===== config.mk =====
export PLATFORM = sky130hd
export DESIGN_NAME = keypad_irq_unit
export DESIGN_NICKNAME = d
export VERILOG_FILES = /design/src/keypad_irq_pkg.sv /design/src/keypad_pin_sync.sv /design/src/keypad_irq_unit.sv
export VERILOG_INCLUDE_DIRS = /design/src
export SDC_FILE = /design/constraint.sdc
export NUM_CORES = 1
export LEC_CHECK = 0
export BUFFER_PORTS_ARGS = -buffer_cell sky130_fd_sc_hd__buf_4
export CAP_MARGIN = 20
export CORE_UTILIZATION = 51
export CTS_BUF_LIST = sky130_fd_sc_hd__clkbuf_8
export DETAILED_ROUTE_END_ITERATION = 6
export MAX_ROUTING_LAYER = met4
export PLACE_DENSITY = 0.79
export SYNTH_ARGS = -nofsm -noshare
export SYNTH_HDL_FRONTEND = slang
export SYNTH_SLANG_ARGS = --single-unit

===== constraint.sdc =====
create_clock -name i_sys_clk -period 1.85 [get_ports i_sys_clk]
set_clock_uncertainty 0.2 [all_clocks]
set_input_delay 0.37 -clock i_sys_clk [delete_from_list [all_inputs] [get_ports i_sys_clk]]
set_output_delay 0.37 -clock i_sys_clk [all_outputs]
set_load 0.005 [all_outputs]

===== src/keypad_irq_defines.svh =====
// Constants for the keypad wake interrupt unit
//
// Contract
// Four pins at most, each enabled alone
// Only enabled pins take part in detection
// Per pin falling, rising, low or high sensing
// One request, gated by the software enable
// Keeps working in wait and wakes processor
// Stop3 detects pins without clock, wakes processor; the code registers o_wake on i_sys_clk
// Deeper stop modes disable all detection
// Deeper stop wake leaves everything at reset
// Background debug behaves exactly like run
// Polarity select turns pull-up into pull-down
// Edge is inactive sample then active sample
// After an edge, wait for all inactive
// Event sets flag; acknowledge one clears it
// Level mode: acknowledge fails while input active
// Two-stage synchroniser ahead of detection
// Request is flag AND request enable
`ifndef KEYPAD_IRQ_DEFINES_SVH
`define KEYPAD_IRQ_DEFINES_SVH

// ========================================
// Sizes and reset values
`define KPI_NUM_PINS 4
`define KPI_SYNC_STAGES 2
`define KPI_RST_FLAG 1'b0
`define KPI_RST_IRQ_EN 1'b0
`define KPI_RST_MODE 1'b0
`define KPI_RST_PIN_EN 4'h0
`define KPI_RST_POL 4'h0

`endif


===== src/keypad_irq_pkg.sv =====
// Types shared by the keypad wake interrupt unit
package keypad_irq_pkg;

	// Power mode of the surrounding part
	typedef enum logic [3:0] {
		PM_RUN = 4'b0001,
		PM_WAIT = 4'b0010,
		PM_STOP3 = 4'b0100,
		PM_DEEP = 4'b1000
	} power_mode_e;

endpackage : keypad_irq_pkg


===== src/keypad_pin_sync.sv =====
// Two-stage synchroniser bank for the key input pins
`timescale 1ns/10ps

module keypad_pin_sync #(
	parameter int WIDTH = 4
) (
	input wire logic i_sys_clk,
	input wire logic i_arst_n,
	input wire logic [WIDTH-1:0] i_async,
	output logic [WIDTH-1:0] o_sync
);

	// ========================================
	// Per-bit chain
	genvar g;
	generate
		for (g = 0; g < WIDTH; g++) begin : g_bit
			// First stage only feeds the second, never any logic
			logic meta;
			always_ff @(posedge i_sys_clk or negedge i_arst_n) begin
				if (!i_arst_n) begin
					meta <= 1'b0;
					o_sync[g] <= 1'b0;
				end else begin
					meta <= i_async[g];
					o_sync[g] <= meta;
				end
			end
		end
	endgenerate

endmodule : keypad_pin_sync


===== src/keypad_irq_unit.sv =====
// Keypad wake interrupt unit: pin detection, event flag, request and wake
`timescale 1ns/10ps
`include "keypad_irq_defines.svh"

module keypad_irq_unit #(
	parameter int NUM_PINS = `KPI_NUM_PINS
) (
	input wire logic i_sys_clk,
	input wire logic i_arst_n,
	// Raw key input pins
	input wire logic [NUM_PINS-1:0] i_key_input_pin_n,
	// Control bits
	input wire logic [NUM_PINS-1:0] i_pin_irq_enable_n,
	input wire logic [NUM_PINS-1:0] i_pin_polarity_select_n,
	input wire logic i_edge_level_mode,
	input wire logic i_irq_request_enable,
	input wire logic i_flag_acknowledge,
	input wire logic [NUM_PINS-1:0] i_pull_enable,
	input wire logic [3:0] i_power_mode,
	input wire logic i_ctrl_write,
	// Status and outputs
	output logic o_event_flag,
	output logic o_irq_request,
	output logic o_wake,
	output logic [NUM_PINS-1:0] o_pull_down_sel,
	output logic [NUM_PINS-1:0] o_pull_up_sel,
	output logic [NUM_PINS-1:0] o_pin_irq_enable_n,
	output logic [NUM_PINS-1:0] o_pin_polarity_select_n,
	output logic o_edge_level_mode,
	output logic o_irq_request_enable
);

	// ========================================
	// Mode decode
	logic deep_stop; // Deeper stop: unit powered down
	logic stop3; // Clock assumed gated, detection asynchronous
	assign deep_stop = i_power_mode == 4'(keypad_irq_pkg::PM_DEEP);
	assign stop3 = i_power_mode == 4'(keypad_irq_pkg::PM_STOP3);

	// ========================================
	// Control state; written when i_ctrl_write pulses
	// Deep stop forces reset values, so wake-up finds a clean unit
	always_ff @(posedge i_sys_clk or negedge i_arst_n) begin
		if (!i_arst_n) begin
			o_pin_irq_enable_n <= `KPI_RST_PIN_EN;
			o_pin_polarity_select_n <= `KPI_RST_POL;
			o_edge_level_mode <= `KPI_RST_MODE;
			o_irq_request_enable <= `KPI_RST_IRQ_EN;
		end else if (deep_stop) begin
			o_pin_irq_enable_n <= `KPI_RST_PIN_EN;
			o_pin_polarity_select_n <= `KPI_RST_POL;
			o_edge_level_mode <= `KPI_RST_MODE;
			o_irq_request_enable <= `KPI_RST_IRQ_EN;
		end else if (i_ctrl_write) begin
			o_pin_irq_enable_n <= i_pin_irq_enable_n;
			o_pin_polarity_select_n <= i_pin_polarity_select_n;
			o_edge_level_mode <= i_edge_level_mode;
			o_irq_request_enable <= i_irq_request_enable;
		end
	end

	// ========================================
	// Synchronised pins
	logic [NUM_PINS-1:0] pin_sync;
	keypad_pin_sync #(.WIDTH(NUM_PINS)) u_sync (
		.i_sys_clk(i_sys_clk),
		.i_arst_n(i_arst_n),
		.i_async(i_key_input_pin_n),
		.o_sync(pin_sync)
	);

	// ========================================
	// Active-level view: polarity 1 means high/rising is active
	logic [NUM_PINS-1:0] active_now; // Enabled pins at active level
	logic [NUM_PINS-1:0] active_prev; // Previous cycle's active_now, with disabled pins forced active
	logic any_active;
	logic any_edge;
	logic armed; // Cleared after an edge until all go inactive
	// Active when the pin level equals its polarity bit
	assign active_now = ~(pin_sync ^ o_pin_polarity_select_n)
		& o_pin_irq_enable_n;
	assign any_active = |active_now;
	// Inactive in one cycle, active in the next, while armed
	assign any_edge = armed && |(active_now & ~active_prev);

	always_ff @(posedge i_sys_clk or negedge i_arst_n) begin
		if (!i_arst_n) begin
			active_prev <= '1;
		end else begin
			// A pin freshly enabled while active counts as already active
			active_prev <= active_now | ~o_pin_irq_enable_n;
		end
	end

	// Rearm only when every enabled input has gone inactive
	always_ff @(posedge i_sys_clk or negedge i_arst_n) begin
		if (!i_arst_n) begin
			armed <= 1'b0;
		end else if (deep_stop) begin
			armed <= 1'b0;
		end else if (!any_active) begin
			armed <= 1'b1;
		end else if (any_edge) begin
			armed <= 1'b0;
		end
	end

	// ========================================
	// Stop3 wake: raw enabled pin at its active level, registered into o_wake on i_sys_clk
	// Level based, since no clock is available to find an edge
	logic [NUM_PINS-1:0] raw_active;
	logic stop3_hit;
	// Same polarity match as the clocked path, on the raw pins
	assign raw_active = ~(i_key_input_pin_n ^ o_pin_polarity_select_n)
		& o_pin_irq_enable_n;
	assign stop3_hit = stop3 && |raw_active;

	// ========================================
	// Event flag; set beats acknowledge in the same cycle
	logic set_flag;
	logic level_hold;
	assign set_flag = !deep_stop && (any_edge
		|| (o_edge_level_mode && any_active));
	assign level_hold = o_edge_level_mode && any_active;

	// ========================================
	// Next flag and request enable, decided once for both users
	// The request flop uses these so it rises and falls with the
	// flag and follows a fresh enable write at the same edge
	logic next_flag;
	logic next_irq_en;
	always_comb begin
		if (deep_stop) begin
			next_flag = `KPI_RST_FLAG;
		end else if (set_flag) begin
			next_flag = 1'b1;
		end else if (i_flag_acknowledge && !level_hold) begin
			next_flag = 1'b0;
		end else begin
			next_flag = o_event_flag;
		end
	end

	// Mirrors the enable bit of the control flop above
	always_comb begin
		if (deep_stop) begin
			next_irq_en = `KPI_RST_IRQ_EN;
		end else if (i_ctrl_write) begin
			next_irq_en = i_irq_request_enable;
		end else begin
			next_irq_en = o_irq_request_enable;
		end
	end

	// Flag register
	always_ff @(posedge i_sys_clk or negedge i_arst_n) begin
		if (!i_arst_n) begin
			o_event_flag <= `KPI_RST_FLAG;
		end else begin
			o_event_flag <= next_flag;
		end
	end

	// ========================================
	// Request and wake outputs, registered
	always_ff @(posedge i_sys_clk or negedge i_arst_n) begin
		if (!i_arst_n) begin
			o_irq_request <= 1'b0;
			o_wake <= 1'b0;
		end else begin
			o_irq_request <= next_flag && next_irq_en;
			// Wait wakes on a new event, stop3 on the raw level
			o_wake <= o_irq_request_enable && !deep_stop
				&& (stop3_hit || set_flag);
		end
	end

	// Pull direction: on enabled pins polarity turns pull-up into pull-down
	always_ff @(posedge i_sys_clk or negedge i_arst_n) begin
		if (!i_arst_n) begin
			o_pull_down_sel <= '0;
			o_pull_up_sel <= '0;
		end else begin
			o_pull_down_sel <= i_pull_enable & o_pin_irq_enable_n
				& o_pin_polarity_select_n;
			o_pull_up_sel <= i_pull_enable & ~(o_pin_irq_enable_n
				& o_pin_polarity_select_n);
		end
	end

	// ========================================
	// Checks
	a_req_follows_flag: assert property (@(posedge i_sys_clk)
		disable iff (!i_arst_n)
		o_irq_request |-> o_event_flag && o_irq_request_enable)
		else $error("request without flag and enable");
	a_edge_sets_flag: assert property (@(posedge i_sys_clk)
		disable iff (!i_arst_n)
		any_edge && !deep_stop |=> o_event_flag)
		else $error("edge did not set flag");
	a_level_holds_flag: assert property (@(posedge i_sys_clk)
		disable iff (!i_arst_n)
		o_edge_level_mode && any_active && !deep_stop |=> o_event_flag)
		else $error("flag cleared while level active");
	a_ack_clears: assert property (@(posedge i_sys_clk)
		disable iff (!i_arst_n)
		i_flag_acknowledge && !set_flag && !level_hold && !deep_stop
		|=> !o_event_flag)
		else $error("acknowledge did not clear flag");
	a_deep_resets: assert property (@(posedge i_sys_clk)
		disable iff (!i_arst_n)
		deep_stop |=> !o_event_flag && o_pin_irq_enable_n == '0
		&& !o_irq_request_enable)
		else $error("deep stop left state");
	a_no_rearm_early: assert property (@(posedge i_sys_clk)
		disable iff (!i_arst_n)
		any_edge ##1 any_active |-> !armed)
		else $error("rearmed while input active");
	a_disabled_quiet: assert property (@(posedge i_sys_clk)
		disable iff (!i_arst_n)
		o_pin_irq_enable_n == '0 && !o_event_flag |=> !o_event_flag)
		else $error("disabled pin detected");
	a_pull_down_sel: assert property (@(posedge i_sys_clk)
		disable iff (!i_arst_n)
		o_pull_down_sel != '0 |-> $past(i_pull_enable) != '0)
		else $error("pull-down without pull enable");
	a_stop3_wake: assert property (@(posedge i_sys_clk)
		disable iff (!i_arst_n)
		stop3_hit && o_irq_request_enable |=> o_wake)
		else $error("stop3 event did not wake");
	c_edge_irq: cover property (@(posedge i_sys_clk)
		disable iff (!i_arst_n) any_edge ##1 o_irq_request);
	c_level_hold: cover property (@(posedge i_sys_clk)
		disable iff (!i_arst_n) i_flag_acknowledge && level_hold);
	c_stop3: cover property (@(posedge i_sys_clk)
		disable iff (!i_arst_n) stop3_hit ##1 o_wake);
	c_deep_clear: cover property (@(posedge i_sys_clk)
		disable iff (!i_arst_n) o_event_flag && deep_stop ##1 !o_event_flag);

endmodule : keypad_irq_unit


# --- Word level (Yosys, flattened, before mapping) ---
# Cells that the tools add are included.
word_totals:
  elab_cells: 67
  in_bits: 26
  output_inout_bits: 21
  regBits: 34
classes:
  n_eq_ne: 3
  bitwise: 15
  reduce_logical: 16
  mux: 14
op_table:
  columns: ["operator", "n"]
  rows:
  - ["$and A4 B4 Y4", 7]
  - ["$not A4 Y4", 5]
  - ["$mux W4", 4]
  - ["$reduce_or A4 Y1", 3]
  - ["$mux W1", 10]
  - ["$logic_and A1 B1 Y1", 8]
  - ["$xor A4 B4 Y4", 2]
  - ["$eq A4 B3 Y1 const B", 1]
  - ["$eq A4 B4 Y1 const B", 1]
  - ["$or A4 B4 Y4", 1]
  - ["$ne A3 B2 Y1 const B", 1]
  - ["$logic_not A1 Y1", 2]
  - ["$logic_or A1 B1 Y1", 2]
  - ["$reduce_bool A2 Y1", 1]

# --- Logic depth before layout (Yosys ltp) ---
# Gate-level depths: netlist of run 1.
depth:
  depth_word: 11
  depth_mapped: 4
  ltp_nobuf: 4

# --- By module ---
# From an unflattened synthesis of run 1, not the netlist that was laid out.
unflattened:
  cells_unflattened: 103
  area_unflattened_um2: 1352.5
modules_own_cells:
  columns: ["mod", "instances", "area_each_um2", "cells_per_inst", "seq_area_each_um2"]
  rows:
  - ["keypad_irq_unit", 1, 1152.4, 95, 655.6]
  - ["keypad_pin_sync", 1, 200.2, 8, 200.2]

# --- Worst setup path after synthesis of run 1 ---
# Ideal clock, no wire load.
synth_timing:
  kind: "register to register"
  from: "register o_pin_polarity_select_n[1]"
  to: "register o_wake"
  setup_time_ns: 0.096
  arrival_time_ns: 1.167
  t_required_ns: 1.554
  period_less_slack_ns: 1.462
  path_slack_ns: 0.388
  path_buffers: 0
  stages_incl_launch_ff: 5
  cell_sequence: "dfrtp_1 > xor2_2 > o22ai_1 > o21ai_2 > a311oi_2"
synth_between:
  elab_chain_cells: 10
  elab_cells_between_ends: 17
  classes_between: "7 x bitwise; 10 x reduce/logical"
synth_lines:
  columns: ["element", "line", "text"]
  rows:
  - ["start, declared", "keypad_irq_unit.sv:28", "output logic [NUM_PINS-1:0] o_pin_polarity_select_n,"]
  - ["start signal, assigned", "keypad_irq_unit.sv:46", "o_pin_polarity_select_n <= `KPI_RST_POL;"]
  - ["start signal, assigned", "keypad_irq_unit.sv:51", "o_pin_polarity_select_n <= `KPI_RST_POL;"]
  - ["start signal, assigned", "keypad_irq_unit.sv:56", "o_pin_polarity_select_n <= i_pin_polarity_select_n;"]
  - ["$xor A4 B4 Y4", "keypad_irq_unit.sv:80", "assign active_now = ~(pin_sync ^ o_pin_polarity_select_n)"]
  - ["$not A4 Y4", "keypad_irq_unit.sv:80", null]
  - ["$and A4 B4 Y4", "keypad_irq_unit.sv:81", "& o_pin_irq_enable_n;"]
  - ["$and A4 B4 Y4", "keypad_irq_unit.sv:84", "assign any_edge = armed && |(active_now & ~active_prev);"]
  - ["$reduce_or A4 Y1", "keypad_irq_unit.sv:84", null]
  - ["$logic_and A1 B1 Y1", "keypad_irq_unit.sv:84", null]
  - ["$logic_or A1 B1 Y1", "keypad_irq_unit.sv:123", "|| (o_edge_level_mode && any_active));"]
  - ["$logic_and A1 B1 Y1", "keypad_irq_unit.sv:122", "assign set_flag = !deep_stop && (any_edge"]
  - ["$logic_or A1 B1 Y1 (*)", "keypad_irq_unit.sv:174", "&& (stop3_hit || set_flag);"]
  - ["$logic_and A1 B1 Y1 (*)", "keypad_irq_unit.sv:174", null]
  - ["end signal, assigned", "keypad_irq_unit.sv:173", "o_wake <= o_irq_request_enable && !deep_stop"]
  - ["end, declared", "keypad_irq_unit.sv:24", "output logic o_wake,"]
# Every way passes the cells marked *; elsewhere a longest branch is shown, timed or not.
# A chain may end at the register's enable or synchronous reset.

# --- Final worst setup path of run 1 ---
layout_timing:
  from: "input port i_key_input_pin_n[1]"
  to: "register o_wake"
layout_between:
  elab_chain_cells: 7
layout_lines:
  columns: ["element", "line", "text"]
  rows:
  - ["start, declared", "keypad_irq_unit.sv:11", "input wire logic [NUM_PINS-1:0] i_key_input_pin_n,"]
  - ["$xor A4 B4 Y4", "keypad_irq_unit.sv:114", "assign raw_active = ~(i_key_input_pin_n ^ o_pin_polarity_select_n)"]
  - ["$not A4 Y4", "keypad_irq_unit.sv:114", null]
  - ["$and A4 B4 Y4", "keypad_irq_unit.sv:115", "& o_pin_irq_enable_n;"]
  - ["$reduce_or A4 Y1", "keypad_irq_unit.sv:116", "assign stop3_hit = stop3 && |raw_active;"]
  - ["$logic_and A1 B1 Y1", "keypad_irq_unit.sv:116", null]
  - ["$logic_or A1 B1 Y1", "keypad_irq_unit.sv:174", null]
  - ["$logic_and A1 B1 Y1", "keypad_irq_unit.sv:174", null]
# Every way passes these cells.

==> impl_metrics.py, run 1 <==
metrics = {
    "run_status": {
        "status": "complete, no violations",
    },
    "synthesis": {
        "synthXorXnorAreaFrac": 0.0574,
        "synth_fa_ha_area_frac": 0,
        "avgSynthCellArea_um2": 13.1,
        "ys_types": 26,
        "yosys_warnings": 0,
        "synth_top_area_frac": 0.555,
        "yosys_register_bits": 34,
        "synth_top_family_by_area": "compound AO/OA/AOI/OAI gates",
        "synth_seq_area_share": 0.633,
        "synthCells": 103,
        "synth_compound_area_frac": 0.109,
        "synthMuxAreaShare": 0.0740,
        "syn_area_um2": 1350,
        "yosysTopAreaCell": "dfrtp_1",
        "synth.net_count": 129,
        "yosys.area_share.simple": 0.0981,
        "synth.top_cells.by_area": "dfrtp_1 (56%), dfstp_2 (7.8%), mux2i_1 (7.4%)",
    },
    "clocking": {
        "numCtsBuffers": 5,
        "post_cts_buffers": 0,
        "clkLatencyLatePin_ps": 280,
        "cts_buffer_depth": 2,
        "root_buffer": "clkbuf_8",
        "clock-sinks": 34,
        "cts_tree": "done",
        "cts_max_level": 2,
        "clkTransAtPathRegs_ps": 60,
    },
    "sta": {
        "maxSlewViolCount": 0,
        "whs_ps": 12.0,
        "min_period_ps": 1750,
        "hold_viol_final": 0,
        "final.period_utilization": 0.947,
        "fin_setup_tns_ps": 0,
        "rsz0062_at_grt": "false",
        "max_slew_margin": 0.726,
        "setup_viol": 0,
        "max_freq_mhz": 570,
        "worst_slew_pin_slew_ps": 412,
    },
    "layout": {
        "instances_no_fill": 190,
        "layout_common_cells": "buf_4 (48), dfrtp_1 (30), mux2i_1 (10), nor2_1 (10), clkbuf_8 (8)",
        "syn_to_final_growth_pct": 38.9,
        "final_common_cell": "buf_4",
        "fin_nets": 185,
        "antennaDiodeCount": 0,
        "final_layout_size_suffix_gt1_frac": 0.444,
    },
    "drt": {
        "vias": 966,
        "ant_nets": 0,
        "firstDrtPassIters": 3,
        "drt_iter0_drc": 2,
        "drc": 0,
        "vias_per_cell": 5.08,
        "wl_per_cell_um": 13.7,
        "wirelength_mm": 2.60,
    },
    "power_and_ir_drop": {
        "seqPwrFrac": 0.486,
        "p_sw_frac": 0.244,
        "p_leak_nw": 0.944,
        "combPwrFrac": 0.177,
        "powerDensity_nw_per_um2": 979,
        "p_total_mw": 1.84,
        "p_switching_uw": 449,
        "cell_internal_pwr_mw": 1.39,
        "worst_ir_drop_vdd_uv": 774,
        "pwr-share-clk": 0.337,
    },
    "grt": {
        "grt_use_total": 0.226,
        "antenna_found_initial": 0,
        "grt-ovfl-total": 0,
        "grt_max_degree": 35,
        "grt_pass1_wl_mm": 4.19,
        "first_global_vias": 954,
    },
    "setup_path": {
        "cp_max_fo": 2,
        "r2r_slack_ps": 260,
        "required_ps": 1840,
        "start_kind": "primary input",
        "critPathKind": "in -> reg",
        "crit_arrival_ps": 1750,
        "worstSetupEndpointType": "register",
    },
    "hold_path": {
        "min_path_type": "in -> reg",
    },
    "die": {
        "dieArea_um2": 2860,
        "start_util": 0.541,
        "rows": 18,
        "pin_count": 47,
        "core_area_um2": 2500,
        "die_w_um": 53.5,
        "die_h_um": 53.5,
    },
    "placement": {
        "hpwl_mm": 1.87,
        "finalWeightedCongestion": 0.816,
        "place_inst": 179,
        "portBuffers": 46,
    },
    "run": {
        "maxCapViolCount": 0,
    },
}
## metrics by stage
stage | instance area [um2] | utilization | worst slack, ps
3_5_place_dp | 1740 | 0.695 | 311
4_1_cts | 1880 | 0.751 | 118
5_1_grt | 1880 | 0.751 | 41.3
2_1_floorplan | 1350 | - | 388
3_3_place_gp | 1740 | 0.695 | 313
6_report | 1880 | 0.751 | 97.1
## cell type report
cell class	instances	area, um2
Clock buffer	8	110
Tap cell	30	37.5
Multi-Input combinational cell	60	458
Inverter	7	26.3
Timing Repair Buffer	51	390
Sequential cell	34	856
Fill cell	166	622
## power groups by stage
stage | Combinational [mW] | Sequential (mW) | Clock (mW)
after floorplan | 0.151 | 0.901 | 0
after global placement | 0.314 | 0.901 | 0
after detailed placement | 0.321 | 0.907 | 0
after CTS | 0.330 | 0.894 | 0.643
after global routing | 0.361 | 0.904 | 0.670
final | 0.325 | 0.894 | 0.620
## state kept, by name (all words and copies together), names as in the netlist
register,cells
active_prev,4
armed,1
o_edge_level_mode,1
o_event_flag,1
o_irq_request,1
o_irq_request_enable,1
o_pin_irq_enable_n,4
o_pin_polarity_select_n,4
o_pull_down_sel,4
o_pull_up_sel,4
o_wake,1
u_sync.g_bit.meta,4
u_sync.o_sync,4
## worst max-delay path, cell delays in order
cell and delay, ps:
dlygate4sd3_1 540, buf_4 140, xor2_1 140, o22ai_1 160, o21ai_0 130, a311oi_2 270
## worst paths after layout
| path | from | endpoint | cells after the start |
|---|---|---|---|
| setup / recovery | i_key_input_pin_n[1] | o_wake | 6 |
| hold / removal | i_key_input_pin_n[2] | u_sync.g_bit[2].meta | 1 |
| setup reg to reg | o_pin_polarity_select_n[1] | o_wake | 4 |
| hold reg to reg | u_sync.g_bit[1].meta | u_sync.o_sync[1] | 0 |
| max in group asynchronous | i_arst_n | active_prev[1] | 2 |
| min in group asynchronous | i_arst_n | u_sync.o_sync[0] | 2 |
## per-layer routing
metal | global-route usage | routed length, um
met1 | 0.248 | 1070
met2 | 0.363 | 1340
met3 | 0.0690 | 144
met4 | 0.127 | 44
met5 | - | 0
## cell families (layout without fill, tap and decap cells)
logic type / Yosys count / after routing
xor gates and xnor gates: 8 / 8
AOI/OAI and AO/OA: 17 / 17
and+or+nand+nor: 25 / 25
DFF: 34 / 34
buffers and inverters: 9 / 66
muxes: 10 / 10
## what timing repair did
| item | CTS | global route |
|---|---|---|
| hold buffers | 3 | 0 |
| hold endpoints to repair | 32 | 0 |
| gates resized for setup | 0 | 0 |
## cell usage after synthesis, drive strengths merged
master   n
nand2b   3
and3     4
nor2    10
nor3     1
dfrtp   30
xor2     8
nor4b    2
mux2i   10
inv      7
o21ai    3
dfstp    4
nand2    4
o32ai    2
or2      1
a311oi   1
o22ai    4
a21boi   4
buf      2
o21ba    1
a31oi    2
(Power assumes the default switching activity.)
==> run 2, diff against run 1 <==
--- a/config.mk
+++ b/config.mk
@@ -15,4 +15,5 @@
 export PLACE_DENSITY = 0.79
 export SYNTH_ARGS = -nofsm -noshare
 export SYNTH_HDL_FRONTEND = slang
+export SYNTH_HIERARCHICAL = 1
 export SYNTH_SLANG_ARGS = --single-unit
==> run 2 against run 1 <==
Effect of this change: setup slack lost 30 ps; register-to-register slack barely moved; die area unchanged.
==> impl_metrics.py, run 2 <==
metrics = {
    "die": {
        "pin_count": 47,
        "die_h_um": 53.5,
        "rows": 18,
        "core_area_um2": 2500,
        "start_util": 0.541,
        "dieArea_um2": 2860,
        "die_w_um": 53.5,
    },
    "drt": {
        "drc": 0,
        "wirelength_mm": 2.61,
        "wl_per_cell_um": 13.7,
        "ant_nets": 0,
        "vias_per_cell": 5.01,
        "firstDrtPassIters": 4,
        "drt_iter0_drc": 9,
        "vias": 951,
    },
    "synthesis": {
        "ys_top_cells_by_count": "dfrtp_1 (30), mux2i_1 (10), nor2_1 (10), xor2_1 (7), inv_1 (6)",
        "avgSynthCellArea_um2": 13.1,
        "synth.top_cells.by_area": "dfrtp_1 (56%), dfstp_2 (7.8%), mux2i_1 (7.4%)",
        "yosys_register_bits": 34,
        "synthMuxAreaShare": 0.0740,
        "yosys_warnings": 6,
        "synth_seq_area_share": 0.633,
        "syn_area_um2": 1350,
        "synth_compound_area_frac": 0.109,
        "ys_types": 26,
        "synthCells": 103,
        "synth_top_family_by_area": "compound AO/OA/AOI/OAI gates",
        "synthArstFlopShare": 1.00,
        "yosysTopAreaCell": "dfrtp_1",
        "yosys.area_share.simple": 0.0981,
        "ys.flop_type": "dfrtp_1",
        "synth.net_count": 129,
        "synth_top_area_frac": 0.555,
        "synth_fa_ha_area_frac": 0,
        "yosysMostFrequentCell": "dfrtp_1",
        "synthXorXnorAreaFrac": 0.0574,
        "synth_edf_count": 0,
    },
    "setup_path": {
        "crit_arrival_ps": 1770,
        "critPathKind": "in -> reg",
        "required_ps": 1840,
        "cp_max_fo": 2,
        "max_stage_delay_ps": 540,
        "path_cells": "dlygate4sd3_1, buf_4, xor2_1, o22ai_1, o21ai_0, a311oi_2",
        "cp_top_family": "buffers and inverters",
        "start_kind": "primary input",
        "worstSetupEndpointType": "register",
        "cp_slowest_cell": "dlygate4sd3_1",
        "crit_buf_inv": 2,
    },
    "layout": {
        "seqCellArea_um2": 856,
        "fin_nets": 185,
        "final_core_util": 0.745,
        "layout_common_cells": "buf_4 (48), dfrtp_1 (30), mux2i_1 (10), nor2_1 (10), xor2_1 (7)",
        "multi_input_comb_area_um2": 458,
        "antennaDiodeCount": 0,
        "final_layout_size_suffix_gt1_frac": 0.444,
        "design_area_um2": 1860,
        "fillers": 186,
        "syn_to_final_growth_pct": 37.7,
        "final_common_cell": "buf_4",
    },
    "clocking": {
        "cts_tree": "done",
        "root_buffer": "clkbuf_8",
        "post_cts_buffers": 0,
        "cts_max_level": 2,
        "numCtsBuffers": 5,
        "cts_resized": 0,
        "cts_buffer_depth": 2,
        "clock-sinks": 34,
        "clkLatencyLatePin_ps": 280,
        "clkTransAtPathRegs_ps": 70,
        "cts_hold_buf": 1,
    },
    "grt": {
        "antenna_found_initial": 0,
        "first_global_vias": 884,
        "top_usage_layer": "met2",
        "grt_max_degree": 35,
        "grt_pass1_wl_mm": 4.01,
        "use_met2": 0.365,
        "met3_usage": 0.0690,
        "grt_use_total": 0.219,
        "grt-ovfl-total": 0,
        "use_met1": 0.247,
    },
    "sta": {
        "worst_slew_pin_slew_ps": 411,
        "max_slew_margin": 0.726,
        "final.period_utilization": 0.964,
        "maxSlewViolCount": 0,
        "fin_setup_tns_ps": 0,
        "hold_viol_final": 0,
        "setup_viol": 0,
        "max_freq_mhz": 561,
        "rsz0062_at_grt": "false",
        "min_period_ps": 1780,
    },
    "run_status": {
        "status": "complete, no violations",
    },
    "power_and_ir_drop": {
        "seqPwrFrac": 0.504,
        "p_leak_nw": 0.933,
        "p_sw_frac": 0.258,
        "p_switching_uw": 457,
        "powerDensity_nw_per_um2": 950,
        "worst_ir_drop_vdd_uv": 734,
        "cell_internal_pwr_mw": 1.31,
        "pwr-share-clk": 0.314,
        "combPwrFrac": 0.182,
    },
    "placement": {
        "dpl_cell_area_um2": 1740,
        "hpwl_mm": 1.90,
        "finalWeightedCongestion": 0.798,
        "portBuffers": 46,
    },
    "run": {
        "maxCapViolCount": 0,
    },
    "hold_path": {
        "min_path_type": "in -> reg",
    },
}
==> run 2: cell counts after synthesis <==
Identical to the previous run, type by type.
==> run 2: worst reg2reg max path, delay by kind of cell, from the launching register on <==
kind / cells / cell delay (ps)
compound gates: 3 / 600
flops: 1 / 460
xor+xnor: 1 / 230
==> run 2: final timing paths <==
check	from	endpoint	slack, ps	depth (start not counted)
max	i_key_input_pin_n[2]	o_wake	70	6
min	i_key_input_pin_n[3]	u_sync/g_bit[3].meta	5	1
max reg2reg	o_pin_polarity_select_n[1]	o_wake	270	4
min reg2reg	u_sync/g_bit[2].meta	u_sync/o_sync[2]	150	0
max in group asynchronous	i_arst_n	active_prev[1]	760	2
min in group asynchronous	i_arst_n	u_sync/o_sync[3]	360	2
==> run 2: per-stage QoR <==
stage | power [mW] | setup slack, ps | hold WS, ps | std cells
2_1_floorplan | 1.05 | 388 | -126 | 103
3_3_place_gp | 1.21 | 314 | 128 | 179
3_5_place_dp | 1.23 | 285 | 132 | 179
4_1_cts | 1.78 | 264 | 1.97 | 188
5_1_grt | 1.86 | 42.5 | 0.0540 | 190
6_report | 1.77 | 67.3 | 4.79 | 190
==> run 2: logic make-up after synthesis <==
group           after synthesis
xor+xnor                      8
buf+inv                       9
compound gates               17
simple gates                 25
mux                          10
flops                        34
==> run 2: final cells by class <==
class	count	area share
Sequential cell	34	0.459
Multi-Input combinational cell	60	0.246
Timing Repair Buffer	51	0.210
Clock buffer	6	0.0443
Tap cell	30	0.0201
Inverter	7	0.0141
Clock inverter	2	0.00672
==> run 2: per-layer routing <==
layer / part of all wire / vias to the layer above
li1: - / 460
met1: 0.41 / 455
met2: 0.52 / 31
met3: 0.057 / 5
met4: 0.011 / 0
met5: 0 / -
==> run 2: power by group through the flow <==
stage / combinational [mW] / clock [mW] / sequential, mW
2_1_floorplan: 0.151 / 0 / 0.901
3_3_place_gp: 0.313 / 0 / 0.901
3_5_place_dp: 0.321 / 0 / 0.906
4_1_cts: 0.323 / 0.567 / 0.893
5_1_grt: 0.357 / 0.599 / 0.905
6_report: 0.322 / 0.556 / 0.891
